**src/core/foc_result_pkg.sv**
```systemverilog
// Constants for the FOC result and parameter register bank
package foc_result_pkg;

	localparam int          ADDR_W = 18;
	localparam int          IDX_W  = 16;

	// Register indices; byte address is four times the index
	localparam logic [15:0] IDX_ANGLE_COMP_H  = 16'h40AE;
	localparam logic [15:0] IDX_ANGLE_COMP_L  = 16'h40AF;
	localparam logic [15:0] IDX_Q_LIMIT_H     = 16'h40B4;
	localparam logic [15:0] IDX_Q_LIMIT_L     = 16'h40B5;
	localparam logic [15:0] IDX_D_VOLT_H      = 16'h40B8;
	localparam logic [15:0] IDX_D_VOLT_L      = 16'h40B9;
	localparam logic [15:0] IDX_Q_VOLT_H      = 16'h40BA;
	localparam logic [15:0] IDX_Q_VOLT_L      = 16'h40BB;
	localparam logic [15:0] IDX_D_CUR_H       = 16'h40BC;
	localparam logic [15:0] IDX_D_CUR_L       = 16'h40BD;
	localparam logic [15:0] IDX_Q_CUR_H       = 16'h40BE;
	localparam logic [15:0] IDX_Q_CUR_L       = 16'h40BF;
	localparam logic [15:0] IDX_BETA_CUR_H    = 16'h40C0;
	localparam logic [15:0] IDX_BETA_CUR_L    = 16'h40C1;
	localparam logic [15:0] IDX_BETA_VOLT_H   = 16'h40C2;
	localparam logic [15:0] IDX_BETA_VOLT_L   = 16'h40C3;
	localparam logic [15:0] IDX_ALPHA_VOLT_H  = 16'h40C4;
	localparam logic [15:0] IDX_ALPHA_VOLT_L  = 16'h40C5;
	localparam logic [15:0] IDX_PHASE_C_H     = 16'h40C6;
	localparam logic [15:0] IDX_PHASE_C_L     = 16'h40C7;
	localparam logic [15:0] IDX_PHASE_B_H     = 16'h40C8;
	localparam logic [15:0] IDX_PHASE_B_L     = 16'h40C9;
	localparam logic [15:0] IDX_PHASE_A_H     = 16'h40CA;
	localparam logic [15:0] IDX_PHASE_A_L     = 16'h40CB;
	localparam logic [15:0] IDX_OUT_ANGLE_H   = 16'h40CC;
	localparam logic [15:0] IDX_OUT_ANGLE_L   = 16'h40CD;
	localparam logic [15:0] IDX_EST_ANGLE_H   = 16'h40CE;
	localparam logic [15:0] IDX_EST_ANGLE_L   = 16'h40CF;
	localparam logic [15:0] IDX_ALPHA_BEMF_H  = 16'h40D0;
	localparam logic [15:0] IDX_ALPHA_BEMF_L  = 16'h40D1;
	localparam logic [15:0] IDX_BETA_BEMF_H   = 16'h40D2;
	localparam logic [15:0] IDX_BETA_BEMF_L   = 16'h40D3;
	localparam logic [15:0] IDX_SPEED_H       = 16'h40D4;
	localparam logic [15:0] IDX_SPEED_L       = 16'h40D5;
	localparam logic [15:0] IDX_Q_OVF_H       = 16'h40D6;
	localparam logic [15:0] IDX_Q_OVF_L       = 16'h40D7;

	// Values after reset
	localparam logic [15:0] RST_WORD      = 16'h0000;
	localparam logic [7:0]  RST_FILT_COEF = 8'hFF;

endpackage

```
**src/core/foc_result_regs.sv**
```systemverilog
// Avalon-MM register bank for FOC results, compensation and motor parameters
`timescale 1ns/1ps
module foc_result_regs (
	input  wire logic                               core_clk_in,           // System clock
	input  wire logic                               rstn_in,               // Async reset, low
	input  wire logic [foc_result_pkg::ADDR_W-1:0]  avs_address_in,        // Byte address
	input  wire logic                               avs_read_in,           // Read request
	input  wire logic                               avs_write_in,          // Write request
	input  wire logic [31:0]                        avs_writedata_in,      // Write data
	input  wire logic [3:0]                         avs_byteenable_in,     // Byte enables
	output logic      [31:0]                        avs_readdata_out,      // Read data
	output logic                                    avs_waitrequest_out,   // Wait request
	input  wire logic                               eng_update_in,         // Engine results valid
	input  wire logic [15:0]                        eng_q_voltage_in,      // q controller output
	input  wire logic [15:0]                        eng_d_voltage_in,      // d controller output
	input  wire logic [15:0]                        eng_d_current_in,      // d-axis current
	input  wire logic [15:0]                        eng_q_current_in,      // q-axis current
	input  wire logic [15:0]                        eng_beta_current_in,   // beta-axis current
	input  wire logic [15:0]                        eng_beta_voltage_in,   // beta output voltage
	input  wire logic [15:0]                        eng_alpha_voltage_in,  // alpha output voltage
	input  wire logic [15:0]                        eng_phase_a_in,        // Phase A sample
	input  wire logic [15:0]                        eng_phase_b_in,        // Phase B sample
	input  wire logic [15:0]                        eng_phase_c_in,        // Phase C sample
	input  wire logic [15:0]                        eng_alpha_bemf_in,     // alpha back-EMF
	input  wire logic [15:0]                        eng_beta_bemf_in,      // beta back-EMF
	input  wire logic [15:0]                        eng_est_angle_in,      // Estimator angle
	input  wire logic [15:0]                        eng_speed_in,          // Estimator speed
	output logic      [7:0]                         q_filter_coef_out,     // q filter coef
	output logic      [7:0]                         d_filter_coef_out,     // d filter coef
	output logic      [15:0]                        motor_flux_out,        // Motor flux
	output logic      [15:0]                        q_inductance_out,      // q inductance
	output logic      [15:0]                        d_inductance_out,      // d inductance
	output logic      [15:0]                        q_limit_out,           // q upper limit
	output logic      [15:0]                        d_voltage_sum_out,     // d voltage + comp
	output logic      [15:0]                        q_voltage_sum_out,     // q voltage + comp
	output logic      [15:0]                        output_angle_out,      // Output angle
	output logic      [15:0]                        speed_out,             // Estimator speed
	output logic      [15:0]                        est_start_angle_out,   // Start angle
	output logic                                    est_start_load_out,    // Start angle pulse
	output logic      [15:0]                        q_overflow_out         // q overflow
);

	// Replace one byte of a 16-bit entry; high byte sits at the even index
	function automatic logic [15:0] put_byte(input logic [15:0] v, input logic hi,
		input logic [7:0] b);
		logic [15:0] r;
		r = v;
		if (hi) begin
			r[15:8] = b;
		end else begin
			r[7:0] = b;
		end
		return r;
	endfunction

	function automatic logic [7:0] pick_byte(input logic [15:0] v, input logic hi);
		return hi ? v[15:8] : v[7:0];
	endfunction

	// Bus state
	logic        wait_q,  wait_d;
	logic [31:0] rdata_q, rdata_d;

	// Stored entries
	logic [7:0]  q_coef_q,   q_coef_d;
	logic [7:0]  d_coef_q,   d_coef_d;
	logic [15:0] q_volt_q,   q_volt_d;
	logic [15:0] d_volt_q,   d_volt_d;
	logic [15:0] q_lim_q,    q_lim_d;
	logic [15:0] d_comp_q,   d_comp_d;
	logic [15:0] q_comp_q,   q_comp_d;
	logic [15:0] a_comp_q,   a_comp_d;
	logic [15:0] flux_q,     flux_d;
	logic [15:0] lq_q,       lq_d;
	logic [15:0] ld_q,       ld_d;
	logic [15:0] d_cur_q,    d_cur_d;
	logic [15:0] q_cur_q,    q_cur_d;
	logic [15:0] b_cur_q,    b_cur_d;
	logic [15:0] b_volt_q,   b_volt_d;
	logic [15:0] a_volt_q,   a_volt_d;
	logic [15:0] ph_a_q,     ph_a_d;
	logic [15:0] ph_b_q,     ph_b_d;
	logic [15:0] ph_c_q,     ph_c_d;
	logic [15:0] a_bemf_q,   a_bemf_d;
	logic [15:0] b_bemf_q,   b_bemf_d;
	logic [15:0] est_ang_q,  est_ang_d;
	logic [15:0] out_ang_q,  out_ang_d;
	logic [15:0] speed_q,    speed_d;
	logic [15:0] start_q,    start_d;
	logic        load_q,     load_d;
	logic [15:0] d_sum_q,    d_sum_d;
	logic [15:0] q_sum_q,    q_sum_d;
	logic [15:0] ovf_q,      ovf_d;

	// Decode
	logic [15:0] idx;
	logic        aligned;
	logic        hi;
	logic        req;
	logic        wr_go;
	logic [7:0]  wbyte;

	assign idx     = avs_address_in[17:2];
	assign aligned = (avs_address_in[1:0] == 2'h0);
	assign hi      = ~idx[0];
	assign req     = avs_read_in | avs_write_in;
	assign wr_go   = avs_write_in & ~wait_q & aligned & avs_byteenable_in[0];
	assign wbyte   = avs_writedata_in[7:0];

	// One wait cycle per access, then completion
	always_comb begin
		logic [7:0] rb;
		rb      = 8'h00;
		wait_d  = 1'b1;
		rdata_d = rdata_q;
		if (req && wait_q) begin
			wait_d = 1'b0;
			if (aligned) begin
				case (idx)
					foc_result_pkg::IDX_Q_LIMIT_H,
					foc_result_pkg::IDX_Q_LIMIT_L:    rb = pick_byte(q_lim_q, hi);
					foc_result_pkg::IDX_D_VOLT_H,
					foc_result_pkg::IDX_D_VOLT_L:     rb = pick_byte(d_volt_q, hi);
					foc_result_pkg::IDX_Q_VOLT_H,
					foc_result_pkg::IDX_Q_VOLT_L:     rb = pick_byte(q_volt_q, hi);
					foc_result_pkg::IDX_D_CUR_H,
					foc_result_pkg::IDX_D_CUR_L:      rb = pick_byte(d_cur_q, hi);
					foc_result_pkg::IDX_Q_CUR_H,
					foc_result_pkg::IDX_Q_CUR_L:      rb = pick_byte(q_cur_q, hi);
					foc_result_pkg::IDX_BETA_CUR_H,
					foc_result_pkg::IDX_BETA_CUR_L:   rb = pick_byte(b_cur_q, hi);
					foc_result_pkg::IDX_BETA_VOLT_H,
					foc_result_pkg::IDX_BETA_VOLT_L:  rb = pick_byte(b_volt_q, hi);
					foc_result_pkg::IDX_ALPHA_VOLT_H,
					foc_result_pkg::IDX_ALPHA_VOLT_L: rb = pick_byte(a_volt_q, hi);
					foc_result_pkg::IDX_PHASE_C_H,
					foc_result_pkg::IDX_PHASE_C_L:    rb = pick_byte(ph_c_q, hi);
					foc_result_pkg::IDX_PHASE_B_H,
					foc_result_pkg::IDX_PHASE_B_L:    rb = pick_byte(ph_b_q, hi);
					foc_result_pkg::IDX_PHASE_A_H,
					foc_result_pkg::IDX_PHASE_A_L:    rb = pick_byte(ph_a_q, hi);
					foc_result_pkg::IDX_OUT_ANGLE_H,
					foc_result_pkg::IDX_OUT_ANGLE_L:  rb = pick_byte(out_ang_q, hi);
					foc_result_pkg::IDX_EST_ANGLE_H,
					foc_result_pkg::IDX_EST_ANGLE_L:  rb = pick_byte(est_ang_q, hi);
					foc_result_pkg::IDX_ALPHA_BEMF_H,
					foc_result_pkg::IDX_ALPHA_BEMF_L: rb = pick_byte(a_bemf_q, hi);
					foc_result_pkg::IDX_BETA_BEMF_H,
					foc_result_pkg::IDX_BETA_BEMF_L:  rb = pick_byte(b_bemf_q, hi);
					foc_result_pkg::IDX_SPEED_H,
					foc_result_pkg::IDX_SPEED_L:      rb = pick_byte(speed_q, hi);
					foc_result_pkg::IDX_Q_OVF_H,
					foc_result_pkg::IDX_Q_OVF_L:      rb = pick_byte(ovf_q, hi);
					default:                          rb = 8'h00;
				endcase
			end
			rdata_d = {24'h000000, rb};
		end
	end

	// Engine updates, then software writes on top of them
	always_comb begin
		q_coef_d  = q_coef_q;
		d_coef_d  = d_coef_q;
		q_lim_d   = q_lim_q;
		d_comp_d  = d_comp_q;
		q_comp_d  = q_comp_q;
		a_comp_d  = a_comp_q;
		flux_d    = flux_q;
		lq_d      = lq_q;
		ld_d      = ld_q;
		start_d   = start_q;
		load_d    = 1'b0;
		q_volt_d  = q_volt_q;
		d_volt_d  = d_volt_q;
		d_cur_d   = d_cur_q;
		q_cur_d   = q_cur_q;
		b_cur_d   = b_cur_q;
		b_volt_d  = b_volt_q;
		a_volt_d  = a_volt_q;
		ph_a_d    = ph_a_q;
		ph_b_d    = ph_b_q;
		ph_c_d    = ph_c_q;
		a_bemf_d  = a_bemf_q;
		b_bemf_d  = b_bemf_q;
		est_ang_d = est_ang_q;
		out_ang_d = out_ang_q;
		speed_d   = speed_q;
		if (eng_update_in) begin
			q_volt_d  = eng_q_voltage_in;
			d_volt_d  = eng_d_voltage_in;
			d_cur_d   = eng_d_current_in;
			q_cur_d   = eng_q_current_in;
			b_cur_d   = eng_beta_current_in;
			b_volt_d  = eng_beta_voltage_in;
			a_volt_d  = eng_alpha_voltage_in;
			ph_a_d    = eng_phase_a_in;
			ph_b_d    = eng_phase_b_in;
			ph_c_d    = eng_phase_c_in;
			a_bemf_d  = eng_alpha_bemf_in;
			b_bemf_d  = eng_beta_bemf_in;
			est_ang_d = eng_est_angle_in;
			out_ang_d = 16'(eng_est_angle_in + a_comp_q);
			speed_d   = eng_speed_in;
		end
		if (wr_go) begin
			case (idx)
				foc_result_pkg::IDX_ANGLE_COMP_H,
				foc_result_pkg::IDX_ANGLE_COMP_L: a_comp_d  = put_byte(a_comp_q, hi, wbyte);
				foc_result_pkg::IDX_Q_LIMIT_H,
				foc_result_pkg::IDX_Q_LIMIT_L:    q_lim_d   = put_byte(q_lim_q, hi, wbyte);
				foc_result_pkg::IDX_D_VOLT_H,
				foc_result_pkg::IDX_D_VOLT_L:     d_volt_d  = put_byte(d_volt_q, hi, wbyte);
				foc_result_pkg::IDX_Q_VOLT_H,
				foc_result_pkg::IDX_Q_VOLT_L:     q_volt_d  = put_byte(q_volt_q, hi, wbyte);
				foc_result_pkg::IDX_BETA_CUR_H:   q_coef_d  = wbyte;
				foc_result_pkg::IDX_BETA_CUR_L:   d_coef_d  = wbyte;
				foc_result_pkg::IDX_BETA_VOLT_H,
				foc_result_pkg::IDX_BETA_VOLT_L:  d_comp_d  = put_byte(d_comp_q, hi, wbyte);
				foc_result_pkg::IDX_ALPHA_VOLT_H,
				foc_result_pkg::IDX_ALPHA_VOLT_L: q_comp_d  = put_byte(q_comp_q, hi, wbyte);
				foc_result_pkg::IDX_PHASE_C_H,
				foc_result_pkg::IDX_PHASE_C_L:    flux_d    = put_byte(flux_q, hi, wbyte);
				foc_result_pkg::IDX_PHASE_B_H,
				foc_result_pkg::IDX_PHASE_B_L:    lq_d      = put_byte(lq_q, hi, wbyte);
				foc_result_pkg::IDX_PHASE_A_H,
				foc_result_pkg::IDX_PHASE_A_L:    ld_d      = put_byte(ld_q, hi, wbyte);
				foc_result_pkg::IDX_OUT_ANGLE_H,
				foc_result_pkg::IDX_OUT_ANGLE_L:  out_ang_d = put_byte(out_ang_q, hi, wbyte);
				foc_result_pkg::IDX_EST_ANGLE_H,
				foc_result_pkg::IDX_EST_ANGLE_L: begin
					start_d   = put_byte(start_q, hi, wbyte);
					est_ang_d = put_byte(start_q, hi, wbyte);
					load_d    = 1'b1;
				end
				foc_result_pkg::IDX_SPEED_H,
				foc_result_pkg::IDX_SPEED_L:      speed_d   = put_byte(speed_q, hi, wbyte);
				default: begin
				end
			endcase
		end
	end

	// Derived outputs, signed wrapping arithmetic
	always_comb begin
		d_sum_d = 16'(d_volt_q + d_comp_q);
		q_sum_d = 16'(q_volt_q + q_comp_q);
		ovf_d   = 16'($signed(q_volt_q) - $signed(q_lim_q));
	end

	always_ff @(posedge core_clk_in or negedge rstn_in) begin
		if (!rstn_in) begin
			wait_q    <= 1'b1;
			rdata_q   <= 32'h00000000;
			q_coef_q  <= foc_result_pkg::RST_FILT_COEF;
			d_coef_q  <= foc_result_pkg::RST_FILT_COEF;
			q_lim_q   <= foc_result_pkg::RST_WORD;
			d_comp_q  <= foc_result_pkg::RST_WORD;
			q_comp_q  <= foc_result_pkg::RST_WORD;
			a_comp_q  <= foc_result_pkg::RST_WORD;
			flux_q    <= foc_result_pkg::RST_WORD;
			lq_q      <= foc_result_pkg::RST_WORD;
			ld_q      <= foc_result_pkg::RST_WORD;
			start_q   <= foc_result_pkg::RST_WORD;
			load_q    <= 1'b0;
			q_volt_q  <= foc_result_pkg::RST_WORD;
			d_volt_q  <= foc_result_pkg::RST_WORD;
			d_cur_q   <= foc_result_pkg::RST_WORD;
			q_cur_q   <= foc_result_pkg::RST_WORD;
			b_cur_q   <= foc_result_pkg::RST_WORD;
			b_volt_q  <= foc_result_pkg::RST_WORD;
			a_volt_q  <= foc_result_pkg::RST_WORD;
			ph_a_q    <= foc_result_pkg::RST_WORD;
			ph_b_q    <= foc_result_pkg::RST_WORD;
			ph_c_q    <= foc_result_pkg::RST_WORD;
			a_bemf_q  <= foc_result_pkg::RST_WORD;
			b_bemf_q  <= foc_result_pkg::RST_WORD;
			est_ang_q <= foc_result_pkg::RST_WORD;
			out_ang_q <= foc_result_pkg::RST_WORD;
			speed_q   <= foc_result_pkg::RST_WORD;
			d_sum_q   <= foc_result_pkg::RST_WORD;
			q_sum_q   <= foc_result_pkg::RST_WORD;
			ovf_q     <= foc_result_pkg::RST_WORD;
		end else begin
			wait_q    <= wait_d;
			rdata_q   <= rdata_d;
			q_coef_q  <= q_coef_d;
			d_coef_q  <= d_coef_d;
			q_lim_q   <= q_lim_d;
			d_comp_q  <= d_comp_d;
			q_comp_q  <= q_comp_d;
			a_comp_q  <= a_comp_d;
			flux_q    <= flux_d;
			lq_q      <= lq_d;
			ld_q      <= ld_d;
			start_q   <= start_d;
			load_q    <= load_d;
			q_volt_q  <= q_volt_d;
			d_volt_q  <= d_volt_d;
			d_cur_q   <= d_cur_d;
			q_cur_q   <= q_cur_d;
			b_cur_q   <= b_cur_d;
			b_volt_q  <= b_volt_d;
			a_volt_q  <= a_volt_d;
			ph_a_q    <= ph_a_d;
			ph_b_q    <= ph_b_d;
			ph_c_q    <= ph_c_d;
			a_bemf_q  <= a_bemf_d;
			b_bemf_q  <= b_bemf_d;
			est_ang_q <= est_ang_d;
			out_ang_q <= out_ang_d;
			speed_q   <= speed_d;
			d_sum_q   <= d_sum_d;
			q_sum_q   <= q_sum_d;
			ovf_q     <= ovf_d;
		end
	end

	assign avs_readdata_out    = rdata_q;
	assign avs_waitrequest_out = wait_q;
	assign q_filter_coef_out   = q_coef_q;
	assign d_filter_coef_out   = d_coef_q;
	assign motor_flux_out      = flux_q;
	assign q_inductance_out    = lq_q;
	assign d_inductance_out    = ld_q;
	assign q_limit_out         = q_lim_q;
	assign d_voltage_sum_out   = d_sum_q;
	assign q_voltage_sum_out   = q_sum_q;
	assign output_angle_out    = out_ang_q;
	assign speed_out           = speed_q;
	assign est_start_angle_out = start_q;
	assign est_start_load_out  = load_q;
	assign q_overflow_out      = ovf_q;

endmodule

```
**config.mk**
```make
export PLATFORM = sky130hd
export DESIGN_NAME = foc_result_regs
export DESIGN_NICKNAME = d
export VERILOG_FILES = /design/src/core/foc_result_pkg.sv /design/src/core/foc_result_regs.sv
export SDC_FILE = /design/constraint.sdc
export NUM_CORES = 1
export LEC_CHECK = 0
export BUFFER_PORTS_ARGS = -buffer_cell sky130_fd_sc_hd__buf_4
export CORE_MARGIN = 2
export CORE_UTILIZATION = 30
export CTS_BUF_LIST = sky130_fd_sc_hd__clkbuf_4 sky130_fd_sc_hd__clkbuf_8 sky130_fd_sc_hd__clkbuf_16
export DETAILED_ROUTE_END_ITERATION = 8
export SLEW_MARGIN = 10
export SYNTH_ARGS = -nofsm -noshare
export SYNTH_HDL_FRONTEND = slang
export SYNTH_SLANG_ARGS = --single-unit
```
**constraint.sdc**
```tcl
create_clock -name core_clk_in -period 2.9 [get_ports core_clk_in]
set_input_delay 0.29 -clock core_clk_in [delete_from_list [all_inputs] [get_ports core_clk_in]]
set_output_delay 0.29 -clock core_clk_in [all_outputs]
set_load 0.02 [all_outputs]
```
# Yosys cells after proc, flatten, opt, wreduce, memory -nomap -nowiden
# Cells that the tools add are included.
[totals]
reg_bits = 442
output_inout_bits = 210
[op_classes]
n_addsub = 4
n_eq_ne = 44
mux = 41
bitwise_logic = 6
reduce_logical = 37
[op_table]
columns = ["op", "n"]
rows = [
  ["== test 16 x 15 -> 1 bit (second input constant)", 36],
  ["2-to-1 mux 16 bit", 15],
  ["2-to-1 mux 8 bit", 22],
  ["case mux 8 bit (17 select lines)", 1],
  ["adder 16 bit", 3],
  ["AND reduction 3 bit", 14],
  ["OR reduction 2 bit", 18],
  ["!= test 3 bit (second input constant)", 8],
  ["subtractor 16 bit", 1],
  ["AND reduction 2 bit", 3],
  ["bitwise AND 1 bit", 3],
  ["2-to-1 mux 1 bit", 3],
  ["zero test 2 bit", 1],
  ["inverter 1 bit", 2],
  ["logical AND 1 bit", 1],
  ["bitwise OR 1 bit", 1],
]

# Depth between registers and ports, before layout
[depth]
word_depth = 5
mapped_depth = 10

# Worst setup path after synthesis
# No wires, ideal clock.
[synth_timing]
path_type = "register -> register"
from = "register q_lim_q[0], in the netlist q_limit_out[0]"
to = "register ovf_q[14], in the netlist q_overflow_out[14]"
setup_ns = 0.130
t_arrival_ns = 2.227
slack_ns = 0.542
path_stages_with_launch = 10
period_less_slack_ns = 2.358
path_cell_list = "dfrtp_1 -> ha_1 -> fa_1 -> nor2b_1 -> o21ai_0 -> a21boi_0 -> o211ai_1 -> a211oi_1 -> nor4_1 -> nand3b_1"
[synth_via]
elab_chain_len = 1
[synth_rtl]
columns = ["element", "line", "rtl"]
rows = [
  ["start, declared", "foc_result_regs.sv:69", "logic [15:0] q_lim_q, q_lim_d;"],
  ["start signal, assigned", "foc_result_regs.sv:257", "q_lim_q <= foc_result_pkg::RST_WORD;"],
  ["start signal, assigned", "foc_result_regs.sv:289", "q_lim_q <= q_lim_d;"],
  ["subtractor 16 bit", "foc_result_regs.sv:248", "ovf_d = 16'($signed(q_volt_q) - $signed(q_lim_q));"],
  ["via ovf_d[14]", "foc_result_regs.sv:93", "logic [15:0] ovf_q, ovf_d;"],
  ["end signal, assigned", "foc_result_regs.sv:283", "ovf_q <= foc_result_pkg::RST_WORD;"],
  ["end signal, assigned", "foc_result_regs.sv:315", "ovf_q <= ovf_d;"],
  ["end, declared", "foc_result_regs.sv:93", ""],
]
# The timed path passes the listed nets, and every way through them passes these cells.
# A chain may end at the register's enable or synchronous reset.

# Worst setup path in the final report
[layout_timing]
from = "register wait_q, in the netlist avs_waitrequest_out"
to = "register speed_q[2], in the netlist speed_out[2]"
[layout_via]
elab_chain_len = 5
word_cells_on_any_way = 6
cone_classes = "eq/ne (1); mux (1); bitwise (4)"
[layout_rtl]
columns = ["element", "line", "rtl"]
rows = [
  ["start, declared", "foc_result_regs.sv:61", "logic wait_q, wait_d;"],
  ["start signal, assigned", "foc_result_regs.sv:285", "wait_q <= wait_d;"],
  ["inverter 1 bit (*)", "foc_result_regs.sv:107", "assign wr_go = avs_write_in & ~wait_q & aligned & avs_byteenable_in[0];"],
  ["bitwise AND 1 bit (*) (3 in a row)", "foc_result_regs.sv:107", ""],
  ["!= test 3 bit (no line) or 2-to-1 mux 16 bit (tied branches)", "n/a", ""],
  ["end signal, assigned", "foc_result_regs.sv:280", "speed_q <= foc_result_pkg::RST_WORD;"],
  ["end signal, assigned", "foc_result_regs.sv:312", "speed_q <= speed_d;"],
  ["end, declared", "foc_result_regs.sv:88", "logic [15:0] speed_q, speed_d;"],
]
# Every way passes the cells marked *; elsewhere a longest branch is shown, timed or not.

==> results.py <==
metrics = {
    "yosys": {
        "synth_warnings": 0,
        "synth_cell_types": 79,
        "synth_edf_count": 0,
        "syn_area_um2": 21900,
        "synth_cells": 1818,
        "synthArstFlopShare_pct": 100,
        "ys_ff_latch": 442,
        "seq_area_frac_synth_pct": 50.6,
        "synth-main-ff-cell": "dfrtp_1",
        "synth.avg_cell_area_um2": 12.1,
    },
    "routing": {
        "wl_per_cell_um": 24.7,
        "via_per_inst": 5.12,
        "drtAntennaViolNets": 0,
        "drc": 0,
        "initialDrtViolationCount": 1232,
        "drtPass1Iterations": 5,
        "vias": 18100,
        "routed_wl_um": 87200,
    },
    "sta": {
        "min_period_ps": 2650,
        "hold_viol": 0,
        "worst_pin_slew_ps": 1090,
        "whs_ps": 19.1,
        "skew_ps": 17.3,
        "fin_crit_sh_pct": 91.5,
        "maxSlewViolCount": 0,
        "maxSlewHeadroom_pct": 27.2,
        "fmax_ghz": 0.377,
        "rsz0062_at_grt": "no",
        "setup_violations": 0,
    },
    "global_routing": {
        "grt_usage_pct": 22.8,
        "grt_max_degree": 163,
        "grt_pass1_vias": 18900,
        "grt_pass1_wl_um": 126000,
        "overflow": 0,
        "antenna_found_initial": 16,
    },
    "floorplanning": {
        "die_width_um": 274,
        "initial_core_util_pct": 30.2,
        "ios": 493,
        "coreArea_um2": 72600,
        "rows": 99,
        "dieArea_um2": 75200,
        "chipHeight_um": 274,
    },
    "setup_path": {
        "critical_path.startpoint_type": "flop",
        "rrSetupSlack_ps": 250,
        "r2r_start": "avs_waitrequest_out$_DFF_PN1_",
        "crit_fanout": 8,
        "worstRegToRegCells": 5,
        "setup.worst_path.end_class": "flop",
        "crit_arrival_ps": 3190,
        "reg2reg_to": "speed_out[2]$_DFFE_PN0P_",
        "path_class": "flop to flop",
        "crit_path_start": "avs_waitrequest_out$_DFF_PN1_",
        "critical_path_required_ps": 3430,
    },
    "power_and_ir_drop": {
        "finalPower_mw": 16.4,
        "p_leak_nw": 14.5,
        "ir_drop_v": 0.000420,
        "powerDensity_nw_per_um2": 534,
    },
    "cts": {
        "cts-htree-levels": 2,
        "clkSinkCount": 442,
        "clk_path_buf_depth": 3,
        "cts_tree": "built",
        "clk_pin_slew_worst_paths_ps": 60,
        "insertion_delay_ps": 610,
        "cts-root-buf": "clkbuf_16",
        "cts_made_buffers": 53,
        "cts_setup_buffers": 0,
    },
    "placed_design": {
        "place_congestion": 0.891,
        "portBuffers": 441,
        "dp.final_hpwl_um": 64900,
        "place_inst": 3218,
    },
    "final_layout": {
        "fillers": 6831,
        "drive_gt1_share_pct": 38.7,
        "final_cells": 3536,
        "final_nets": 2872,
        "synthToLayoutAreaGrowth_pct": 40.2,
    },
    "hold_path": {
        "hp-class": "input port to flop",
        "hold_depth": 3,
        "holdCritStartpoint": "eng_q_voltage_in[4]",
        "holdPathEnd": "q_volt_q[4]$_DFFE_PN0P_",
    },
    "status": {
        "status": "finished, final reports clean",
    },
    "job": {
        "max_cap_violations": 0,
    },
}
worst max-delay path: stages (launching register included):
cell and delay (ps):
dfstp_2 380, and4b_1 680, nand2_1 430, nor2_1 760, a222oi_1 210, inv_1 110
metrics by stage:
stage / setup TNS [ps] / setup WS, ps / cell area [um^2] / utilization, %
after floorplan: 0 / 542 / 22000 / -
final: 0 / 246 / 30700 / 42.3
after CTS: 0 / 173 / 30700 / 42.3
after detailed placement: -2170 / -147 / 26800 / 36.9
after global routing: 0 / 90.1 / 30700 / 42.3
after global placement: -577 / -48.4 / 26800 / 36.9
Yosys cell counts, types with 5 or more instances:
cell type | count | area, um^2
a221oi_1 | 8 | 70.1
xor2_1 | 16 | 140
a22oi_1 | 13 | 97.6
dfrtp_1 | 425 | 10600
nor4_1 | 8 | 50.1
inv_1 | 55 | 206
buf_2 | 24 | 120
nor2b_1 | 26 | 163
o211ai_1 | 5 | 37.5
nor2_2 | 7 | 43.8
mux2i_1 | 125 | 1250
a21o_1 | 28 | 210
a21oi_1 | 70 | 350
o22ai_1 | 67 | 419
buf_4 | 24 | 180
or3_1 | 7 | 43.8
and3_1 | 13 | 81.3
a222oi_1 | 20 | 200
nand3_1 | 17 | 85.1
nand2b_1 | 11 | 68.8
a2bb2oi_1 | 6 | 52.6
o21ai_0 | 35 | 175
buf_1 | 6 | 22.5
clkbuf_1 | 57 | 214
mux2_2 | 310 | 3490
nand2_1 | 79 | 297
or2_1 | 6 | 37.5
ha_1 | 60 | 751
or2_2 | 9 | 56.3
nor2_1 | 68 | 255
a31oi_1 | 5 | 31.3
nor3_1 | 23 | 115
a22o_1 | 16 | 140
a211oi_1 | 29 | 218
dfstp_2 | 17 | 447
xnor2_1 | 35 | 307
placed cells by master, fill, tap and decap left out, types with 7 or more instances in the layout:
cell,Yosys,layout
or2_2,9,9
diode_2,0,7
and3_1,13,13
o22ai_1,67,67
xor2_1,16,16
buf_4,24,518
a22o_1,16,16
a22oi_1,13,13
a21o_1,28,28
mux2_2,310,310
mux2i_1,125,125
a21oi_1,70,69
ha_1,60,60
buf_12,0,8
nand2_1,79,79
nor2b_1,26,26
clkbuf_16,0,55
conb_1,1,24
nor2_2,7,7
xnor2_1,35,35
or3_1,7,7
clkinv_2,0,8
clkbuf_4,0,17
dlygate4sd3_1,0,211
a222oi_1,20,20
a221oi_1,8,8
nor4_1,8,8
nor2_1,68,68
a211oi_1,29,29
o21ai_0,35,35
nand3_1,17,17
dfrtp_1,425,425
nand2b_1,11,11
nor3_1,23,23
inv_1,55,55
dfstp_2,17,17
worst max path at each step:
stage,endpoint,depth (start not counted),slack (ps)
finish,speed_out[2]$_DFFE_PN0P_,5,250
CTS,speed_out[8]$_DFFE_PN0P_,7,170
floorplan,q_overflow_out[14]$_DFF_PN0_,9,540
global placement,q_inductance_out[7]$_DFFE_PN0P_,8,-50
detailed placement,q_inductance_out[5]$_DFFE_PN0P_,8,-150
global route,d_voltage_sum_out[14]$_DFF_PN0_,9,90
per-layer routing:
| layer | wire length [um] | vias to the layer above | GRT usage (%) |
|---|---|---|---|
| met2 | 41900 | 695 | 38.4 |
| met4 | 2460 | 14 | 6.84 |
| met1 | 36800 | 9147 | 29.2 |
| li1 | - | 8103 | - |
| met3 | 5990 | 143 | 5.04 |
| met5 | 77 | - | 0 |
kinds of logic (layout without fill, tap and decap cells):
family                   after synthesis  after routing  share of synthesized area (%)
AND/OR/NAND/NOR                      308            308                           7.45
adder cells (fa/ha/maj)               64             64                           3.79
buffers and inverters                167            896                           3.41
AO/OA/AOI/OAI                        347            347                           10.9
multiplexers                         438            438                           21.8
other                                  1             31                         0.0171
flip-flops                           442            442                           50.6
XOR/XNOR                              51             51                           2.04
layout make-up:
class	count	area (um^2)	share of cell area, %
timing repair buffer	740	6200	20.2
clock buffer	76	1560	5.07
inverter	56	210	0.684
multi-input combinational	1232	10200	33.1
tap	959	1200	3.91
clock inverter	24	279	0.908
sequential	442	11100	36.1
antenna	7	17.5	0.0570
power by group:
| part | internal [mW] | total [mW] | switching, mW | leakage, nW |
|---|---|---|---|---|
| clock network | 4.20 | 6.97 | 2.77 | 0.909 |
| registers | 6.58 | 6.89 | 0.311 | 5.47 |
| logic | 1.20 | 2.55 | 1.35 | 8.15 |
| total | 12.0 | 16.4 | 4.42 | 14.5 |
what timing repair did:
item / in CTS / in global routing
hold buffers: 211 / 0
endpoints found under the hold margin: 258 / 0
gates resized for setup: 0 / 2
endpoints found under the setup margin: 0 / 4
No activity file was read; power rests on OpenSTA's default activity.
